===== src/power_profile_pkg.sv =====
package power_profile_pkg;

  // ---------------------------------------------------------------------------
  // Register map
  // ---------------------------------------------------------------------------
  // Printed offsets are not all multiples of four, so they are indices.
  localparam logic [7:0]  POWER_CFG_INDEX       = 8'h90;
  localparam logic [7:0]  DUTY_PROFILE_INDEX    = 8'h96;
  localparam logic [7:0]  STEP_CTRL_INDEX       = 8'h97;
  localparam logic [9:0]  POWER_CFG_ADDR        = {POWER_CFG_INDEX, 2'b00};
  localparam logic [9:0]  DUTY_PROFILE_ADDR     = {DUTY_PROFILE_INDEX, 2'b00};
  localparam logic [9:0]  STEP_CTRL_ADDR        = {STEP_CTRL_INDEX, 2'b00};
  localparam logic [31:0] POWER_CFG_RESET       = 32'h0000_0000;
  localparam logic [31:0] DUTY_PROFILE_RESET    = 32'h0000_0000;
  localparam logic [31:0] UNMAPPED_READ         = 32'h0000_0000;

  // ---------------------------------------------------------------------------
  // Field layout
  // ---------------------------------------------------------------------------
  localparam int PARITY_BIT          = 31;
  localparam int MAX_SPEED_LSB       = 15;
  localparam int MAX_SPEED_W         = 16;
  localparam int DEAD_BAND_BIT       = 14;
  localparam int MAX_POWER_LSB       = 4;
  localparam int MAX_POWER_W         = 10;
  localparam int HYST_LSB            = 2;
  localparam int HYST_W              = 2;
  localparam int MODE_LSB            = 0;
  localparam int MODE_W              = 2;
  localparam int STEP0_LSB           = 28;
  localparam int STEP_W              = 3;
  localparam int STEP_COUNT          = 8;
  localparam int ALGO_RESERVED_W     = 7;
  localparam int STEP_DIV_W          = 16;

  // Duty in tenths of a percent per step code, 0 .. 99 %.
  localparam int DUTY_W = 10;

  // Hysteresis in tenths of a percent.
  localparam int HYST_PCT_W = 7;

  typedef enum logic [1:0]
  {
    REG_MODE_OFF         = 2'h0,
    REG_MODE_CLOSED_LOOP = 2'h1,
    REG_MODE_LIMIT       = 2'h2,
    REG_MODE_RESERVED    = 2'h3
  } power_mode_t;

endpackage : power_profile_pkg


===== src/duty_step_sequencer.sv =====
`timescale 1ns/100ps
`default_nettype none

module duty_step_sequencer
  import power_profile_pkg::*;
(
  // Clock, reset and enable
  input  wire  logic                          clk_i,
  input  wire  logic                          rst_i,
  input  wire  logic                          ce_i,
  // Profile and timing
  input  wire  logic [STEP_COUNT*STEP_W-1:0]  steps_i,
  input  wire  logic [STEP_DIV_W-1:0]         sub_len_i,
  input  wire  logic                          two_phase_i,
  input  wire  logic                          commutate_i,
  // Current step
  output logic       [2:0]                    step_idx_o,
  output logic       [STEP_W-1:0]             step_code_o
);

  logic [2:0]            idx_q;
  logic [STEP_DIV_W-1:0] cnt_q;
  logic                  run_q;

  // -------------------------------------------------------------------------
  // Step walk
  // -------------------------------------------------------------------------
  // A commutation restarts at step 0; each sub-interval moves one step on and
  // the walk parks on step 7 until the next commutation; two-phase dropping returns it to step 0.
  always_ff @(posedge clk_i)
  begin
    if (rst_i)
    begin
      idx_q <= 3'h0;
      cnt_q <= '0;
      run_q <= 1'b0;
    end
    else if (ce_i)
    begin
      if (!two_phase_i)
      begin
        idx_q <= 3'h0;
        cnt_q <= '0;
        run_q <= 1'b0;
      end
      else if (commutate_i)
      begin
        idx_q <= 3'h0; // RQ12
        cnt_q <= '0;
        run_q <= 1'b1;
      end
      else if (run_q)
      begin
        if (cnt_q >= sub_len_i)
        begin
          cnt_q <= '0;
          if (idx_q == 3'h7)
            run_q <= 1'b0;
          else
            idx_q <= idx_q + 3'h1; // RQ12
        end
        else
          cnt_q <= cnt_q + 16'h0001;
      end
    end
  end

  always_ff @(posedge clk_i)
  begin
    if (rst_i)
    begin
      step_idx_o  <= 3'h0;
      step_code_o <= '0;
    end
    else if (ce_i)
    begin
      step_idx_o  <= idx_q;
      step_code_o <= steps_i[(STEP_COUNT-1-idx_q)*STEP_W +: STEP_W];
    end
  end

endmodule : duty_step_sequencer

`default_nettype wire


===== src/power_limit_regs.sv =====
//
// Notes on behaviour
// RQ1 - Power word at index 90h, resets to zero so regulation starts off.
// RQ2 - Bits 30..15 hold speed ceiling code; hertz equals code divided by 16.
// RQ3 - Bit 14 turns dead-band correction on when one, off when zero.
// RQ4 - Bits 13..4 hold power ceiling code; watts equals code divided by 4.
// RQ5 - Bits 3..2 pick hysteresis: 5, 7.5, 10, 12.5 percent.
// RQ6 - Bits 1..0 pick scheme: off, closed loop, limit, reserved.
// RQ7 - Duty profile word at index 96h, resets to zero.
// RQ8 - Eight 3-bit step codes, step 0 at bits 30..28 down to bits 9..7.
// RQ9 - Step codes map to 0, 50, 75, 83.75, 87.5, 93.75, 97.5, 99 percent.
// RQ10 - Profile bits 6..0 are reserved for algorithm updates, no user function.
// RQ11 - Bit 31 of each word is parity, stored and returned like others.
// RQ12 - Step codes apply in ascending order over commutation sub-intervals.
//
`timescale 1ns/100ps
`default_nettype none

module power_limit_regs
  import power_profile_pkg::*;
(
  // Clock, reset, enable
  input  wire  logic                    clk_i,
  input  wire  logic                    rst_i,
  input  wire  logic                    ce_i,
  // Wishbone slave
  input  wire  logic                    cyc_i,
  input  wire  logic                    stb_i,
  input  wire  logic                    we_i,
  input  wire  logic [9:0]              adr_i,
  input  wire  logic [3:0]              sel_i,
  input  wire  logic [31:0]             dat_i,
  output logic       [31:0]             dat_o,
  output logic                          ack_o,
  // Algorithm side
  input  wire  logic                    two_phase_i,
  input  wire  logic                    commutate_i,
  output logic       [MAX_SPEED_W-1:0]  max_speed_o,
  output logic                          dead_band_correction_on_o,
  output logic       [MAX_POWER_W-1:0]  max_power_o,
  output logic       [HYST_PCT_W-1:0]   power_regulation_hysteresis_o,
  output logic                          closed_loop_power_o,
  output logic                          power_limit_o,
  output logic       [2:0]              step_idx_o,
  output logic       [DUTY_W-1:0]       step_duty_o
);

  // -------------------------------------------------------------------------
  // Decode helpers
  // -------------------------------------------------------------------------
  // Duty in tenths of a percent; 83.75 and 93.75 are not whole tenths, so
  // they are kept to one decimal by truncation (837 and 937).
  function automatic logic [DUTY_W-1:0] duty_of(input logic [STEP_W-1:0] code);
    logic [DUTY_W-1:0] d;
    d = 10'h000;
    case (code) // RQ9
      3'h0: d = 10'h000;
      3'h1: d = 10'h1F4;
      3'h2: d = 10'h2EE;
      3'h3: d = 10'h345;
      3'h4: d = 10'h36B;
      3'h5: d = 10'h3A9;
      3'h6: d = 10'h3CF;
      default: d = 10'h3DE;
    endcase
    return d;
  endfunction : duty_of

  function automatic logic [31:0] merge(input logic [31:0] old,
                                        input logic [31:0] wr,
                                        input logic [3:0]  be);
    logic [31:0] r;
    r = old;
    for (int i = 0; i < 4; i++)
      if (be[i])
        r[i*8 +: 8] = wr[i*8 +: 8];
    return r;
  endfunction : merge

  // -------------------------------------------------------------------------
  // Registers
  // -------------------------------------------------------------------------
  logic [31:0]           power_cfg_q;
  logic [31:0]           duty_profile_q;
  logic [STEP_DIV_W-1:0] sub_len_q;
  logic                  req;
  logic                  wr_en;
  logic [31:0]           rd_d;
  logic [STEP_W-1:0]     step_code;
  logic [MODE_W-1:0]     mode;
  logic [HYST_W-1:0]     hyst;
  logic [31:0]           sub_len_wr;

  // A function result cannot be part-selected, so the merged word is staged.
  assign sub_len_wr = merge({16'h0000, sub_len_q}, dat_i, sel_i);

  assign req   = cyc_i && stb_i && !ack_o;
  assign wr_en = req && we_i;

  always_ff @(posedge clk_i)
  begin
    if (rst_i)
      power_cfg_q <= POWER_CFG_RESET; // RQ1
    else if (ce_i && wr_en && adr_i == POWER_CFG_ADDR)
      power_cfg_q <= merge(power_cfg_q, dat_i, sel_i); // RQ11
  end

  always_ff @(posedge clk_i)
  begin
    if (rst_i)
      duty_profile_q <= DUTY_PROFILE_RESET; // RQ7
    else if (ce_i && wr_en && adr_i == DUTY_PROFILE_ADDR)
      // Reserved bits are stored for the algorithm but drive nothing here.
      duty_profile_q <= merge(duty_profile_q, dat_i, sel_i); // RQ10 RQ11
  end

  always_ff @(posedge clk_i)
  begin
    if (rst_i)
      sub_len_q <= '0;
    else if (ce_i && wr_en && adr_i == STEP_CTRL_ADDR)
      sub_len_q <= sub_len_wr[STEP_DIV_W-1:0];
  end

  // -------------------------------------------------------------------------
  // Bus answer
  // -------------------------------------------------------------------------
  // One wait-free cycle: ack the edge after the strobe, and drop it the next.
  always_comb
  begin
    if (adr_i == POWER_CFG_ADDR)
      rd_d = power_cfg_q;
    else if (adr_i == DUTY_PROFILE_ADDR)
      rd_d = duty_profile_q;
    else if (adr_i == STEP_CTRL_ADDR)
      rd_d = {16'h0000, sub_len_q};
    else
      rd_d = UNMAPPED_READ;
  end

  always_ff @(posedge clk_i)
  begin
    if (rst_i)
    begin
      ack_o <= 1'b0;
      dat_o <= 32'h0000_0000;
    end
    else if (ce_i)
    begin
      ack_o <= req;
      dat_o <= req ? rd_d : 32'h0000_0000;
    end
  end

  // -------------------------------------------------------------------------
  // Field decode
  // -------------------------------------------------------------------------
  assign mode = power_cfg_q[MODE_LSB +: MODE_W];
  assign hyst = power_cfg_q[HYST_LSB +: HYST_W];

  always_ff @(posedge clk_i)
  begin
    if (rst_i)
    begin
      max_speed_o                   <= '0;
      dead_band_correction_on_o     <= 1'b0;
      max_power_o                   <= '0;
      // Register resets to code 0, so the decoded value is the 5 % step.
      power_regulation_hysteresis_o <= 7'h32;
      closed_loop_power_o           <= 1'b0;
      power_limit_o                 <= 1'b0;
    end
    else if (ce_i)
    begin
      max_speed_o               <= power_cfg_q[MAX_SPEED_LSB +: MAX_SPEED_W]; // RQ2
      dead_band_correction_on_o <= power_cfg_q[DEAD_BAND_BIT]; // RQ3
      max_power_o               <= power_cfg_q[MAX_POWER_LSB +: MAX_POWER_W]; // RQ4
      // Tenths of a percent: 50 + 25 per code.
      power_regulation_hysteresis_o <= 7'h32 + {hyst, 4'h0} + {2'h0, hyst, 3'h0}
                                       + {4'h0, hyst, 1'b0} - {5'h00, hyst}; // RQ5
      // Reserved code 3 behaves like off.
      closed_loop_power_o <= (mode == REG_MODE_CLOSED_LOOP); // RQ6
      power_limit_o       <= (mode == REG_MODE_LIMIT); // RQ6
    end
  end

  // -------------------------------------------------------------------------
  // Two-phase step sequencing
  // -------------------------------------------------------------------------
  duty_step_sequencer u_seq
  (
    .clk_i       (clk_i),
    .rst_i       (rst_i),
    .ce_i        (ce_i),
    .steps_i     (duty_profile_q[STEP0_LSB+STEP_W-1 -: STEP_COUNT*STEP_W]), // RQ8
    .sub_len_i   (sub_len_q),
    .two_phase_i (two_phase_i),
    .commutate_i (commutate_i),
    .step_idx_o  (step_idx_o),
    .step_code_o (step_code)
  );

  always_ff @(posedge clk_i)
  begin
    if (rst_i)
      step_duty_o <= '0;
    else if (ce_i)
      step_duty_o <= duty_of(step_code); // RQ9 RQ12
  end

endmodule : power_limit_regs

`default_nettype wire


===== config.mk =====
export PLATFORM = sky130hd
export DESIGN_NAME = power_limit_regs
export DESIGN_NICKNAME = d
export VERILOG_FILES = /design/src/power_profile_pkg.sv /design/src/duty_step_sequencer.sv /design/src/power_limit_regs.sv
export SDC_FILE = /design/constraint.sdc
export NUM_CORES = 1
export LEC_CHECK = 0
export ABC_AREA = 1
export BUFFER_PORTS_ARGS = -buffer_cell sky130_fd_sc_hd__buf_2
export CAP_MARGIN = 20
export CORE_MARGIN = 2
export CORE_UTILIZATION = 55
export CTS_CLUSTER_DIAMETER = 200
export DETAILED_ROUTE_END_ITERATION = 8
export GPL_ROUTABILITY_DRIVEN = 1
export PLACE_DENSITY_LB_ADDON = 0.08
export SLEW_MARGIN = 20
export SYNTH_ARGS = -nofsm -noshare
export SYNTH_HDL_FRONTEND = slang
export SYNTH_HIERARCHICAL = 1
export SYNTH_SLANG_ARGS = --single-unit

===== constraint.sdc =====
create_clock -name clk_i -period 2.85 [get_ports clk_i]
set_clock_uncertainty 0.1 [all_clocks]
set_input_delay 0.1425 -clock clk_i [delete_from_list [all_inputs] [get_ports clk_i]]
set_output_delay 0.1425 -clock clk_i [all_outputs]
set_load 0.02 [all_outputs]

==> flow_metrics.env <==
export IMPL_status="completed"
export IMPL_die_x_um=135
export IMPL_yosysSeqAreaShare=0.393
export IMPL_row_count=47
export IMPL_io_buffers=135
export IMPL_end_kind="register"
export IMPL_async_flop_share=0
export IMPL_fmax_ghz=0.429
export IMPL_slew_violations=0
export IMPL_tightest_slew_ps=766
export IMPL_slowest_delay_ps=550
export IMPL_cts_made_buffers=17
export IMPL_cp_cell_sequence="inv_1 -> ha_1 -> a21oi_1 -> o21ai_0 -> a21oi_1 -> nand2_1 -> nand2_1 -> nand2_1 -> nand2_1 -> nand2_1 -> dlygate4sd3_1 -> a21oi_1"
export IMPL_finalHoldViolCount=0
export IMPL_grt_pass1_wl_um=41200
export IMPL_power_density_nw_per_um2=514
export IMPL_use_met1=0.429
export IMPL_cts_tree="built"
export IMPL_grt_max_degree=86
export IMPL_yosysTopAreaCell="dfxtp_1"
export IMPL_postRouteAntennaNets=0
export IMPL_hold_depth=5
export IMPL_r2r_end="u_seq/run_q"
export IMPL_synth_cell_types=37
export IMPL_areaGrowthSynthToFinish_pct=18.4
export IMPL_period_needed_ps=2330
export IMPL_crit_fanout=3
export IMPL_seq_area_um2=3700
export IMPL_use_met3=0.0589
export IMPL_grt_total_usage=0.286
export IMPL_rrSetupSlack_ps=520
export IMPL_p_leak_nw=5.11
export IMPL_clock_sinks=185
export IMPL_num_fill_cells=1459
export IMPL_multiInputGateArea_um2=4710
export IMPL_path_buf_inv=2
export IMPL_cts_setup_buffers=0
export IMPL_yosys_warnings=6
export IMPL_syn_cell_area_um2=9420
export IMPL_synth_area_top_cells="dfxtp_1 (39%), nand2_1 (13%), a21oi_1 (7.1%), inv_1 (6.3%), nor2_1 (5.5%)"
export IMPL_grt_overflow=0
export IMPL_slew_headroom=0.489
export IMPL_synth_top_cell_area_share=0.393
export IMPL_diodes=0
export IMPL_crit_family="buffers and inverters"
export IMPL_hold_start="we_i"
export IMPL_clk_path_buf_depth=2
export IMPL_insertion_delay_ps=440
export IMPL_synth_seq_cells=185
export IMPL_finalSetupViolations=0
export IMPL_core_um2=16600
export IMPL_final_period_utilization=0.818
export IMPL_finalPower_mw=5.73
export IMPL_synth_fp_nets=1440
export IMPL_grt_busiest_layer="met1"
export IMPL_nets=1576
export IMPL_ir_worst_vdd_mv=0.411
export IMPL_rsz0062_at_grt="no"
export IMPL_synth_edf_count=0
export IMPL_hold_end="sub_len_q[11]"
export IMPL_cts_clk_slew_worst_paths_ps=70
export IMPL_crit_top_cell="nand2_1"
export IMPL_tns_ps=0
export IMPL_die_h_um=135
export IMPL_cts_root_buf="clkbuf_16"
export IMPL_drive_gt1_frac=0.153
export IMPL_post_place_ws_ps=545
export IMPL_dr_pass1_iters=5
export IMPL_cp_required_ps=3120
export IMPL_drv_cap=0
export IMPL_wl_per_cell_um=15.2
export IMPL_criticalPathCategory="reg2reg"
export IMPL_routed_wl_um=26200
export IMPL_final_util=0.670
export IMPL_die_area_um2=18200
export IMPL_setup_ws_ps=519
export IMPL_via_per_inst=5.30
export IMPL_critical_path_cell_count=12
export IMPL_syn_instance_count=1356
export IMPL_cpMaxStageDelayCell="dlygate4sd3_1"
export IMPL_grt_pass1_vias=7949
export IMPL_num_io_pins=136
export IMPL_antenna_found_initial=0
export IMPL_worstRegToRegCells=12
export IMPL_synth_most_common_cell="nand2_1"
export IMPL_num_vias=9139
export IMPL_gp_congestion=0.930
export IMPL_r2r_start="sub_len_q[11]"
export IMPL_critPathLaunchType="register"
export IMPL_syn_area_per_cell_um2=6.95
export IMPL_htree_levels=4
export IMPL_start_util=0.566
export IMPL_worstHoldPathType="in2reg"
export IMPL_synthFlopType="dfxtp_1"
export IMPL_hpwl_um=18100
export IMPL_critPathArrivalTime_ps=2600
export IMPL_drc=0
export IMPL_gr_usage_met2=0.404
export IMPL_initialDrtViolationCount=823
export IMPL_yosys_top_cells_count="nand2_1 (329), dfxtp_1 (185), inv_1 (158)"
-- worst register-to-register path, delay by kind of cell, from the launching register on --
kind / cells / cell delay (ps)
simple gates: 5 / 310
fa+ha+maj: 1 / 320
buf+inv: 2 / 610
flops: 1 / 370
compound gates: 4 / 560
-- logic make-up after synthesis --
kind of cell | Yosys count | synth area share
AOI/OAI and AO/OA | 239 | 0.132
xor gates and xnor gates | 8 | 0.00744
adders and majority gates | 30 | 0.0398
buffers and inverters | 242 | 0.106
DFF | 185 | 0.393
and+or+nand+nor | 652 | 0.321
-- routing by layer --
metal | vias up | wire length, um
met2 | 360 | 11100
met3 | 59 | 2010
li1 | 4630 | -
met4 | 0 | 591
met1 | 4090 | 12500
met5 | - | 0
-- power by group --
group          internal [mW]  total (mW)  switching, mW
Combinational          0.222       0.654          0.433
Sequential              2.63        2.67         0.0360
Clock                   1.21        2.41           1.20
-- area by class of cell --
type                            instances  share of cell area
Tap cell                              220              0.0247
Inverter                              166              0.0563
Timing Repair Buffer                  193               0.109
Multi-Input combinational cell        929               0.423
Clock inverter                         14              0.0156
Clock buffer                           18              0.0394
Sequential cell                       185               0.332
-- worst max-delay path by stage --
stage / startpoint / endpoint / slack, ps
6_report: sub_len_q[11] / u_seq/run_q / 520
5_1_grt: sub_len_q[6] / u_seq/run_q / 340
3_3_place_gp: sub_len_q[11] / u_seq/cnt_q[11] / 630
3_5_place_dp: sub_len_q[11] / u_seq/cnt_q[11] / 540
4_1_cts: sub_len_q[7] / u_seq/run_q / 530
2_1_floorplan: u_seq/idx_q[0] / u_seq/step_code_o[0] / 880
-- flip-flops by register name, indices dropped and copies added, names as in the netlist, 3 cells and up --
signal                         count
dat_o                             32
duty_profile_q                    32
power_cfg_q                       32
max_speed_o                       16
sub_len_q                         16
u_seq/cnt_q                       16
max_power_o                       10
step_duty_o                       10
power_regulation_hysteresis_o      7
u_seq/idx_q                        3
u_seq/step_code_o                  3
u_seq/step_idx_o                   3
-- layout by cell type (no fill, tap or decap), types with 5 or more instances in the layout --
master	n
a21oi_1	134
nor2_1	138
inv_1	157
o211ai_1	9
nand2_1	329
clkinv_8	5
nand4_1	35
nor2_4	8
dlygate4sd3_1	42
ha_1	30
inv_2	7
o21ai_0	87
buf_2	135
clkbuf_16	17
nor3_1	5
dfxtp_1	185
xor2_1	6
buf_4	16
nand3_1	103
nand3_4	7
-- metrics by stage --
stage | hold WS [ps] | instance area, um^2 | cells
after detailed placement | 316 | 10100 | 1651
final | 159 | 11200 | 1725
after floorplan | 112 | 9420 | 1356
after global routing | 173 | 11200 | 1725
after global placement | 312 | 10100 | 1651
after CTS | 144 | 11200 | 1725
-- what timing repair did --
action                                  4_1_cts  5_1_grt
hold buffers                                 42        0
endpoints found under the setup margin        0        0
hold endpoints to repair                     89        0
resized for setup                             0        0
No activity file was read; power rests on OpenSTA's default activity.
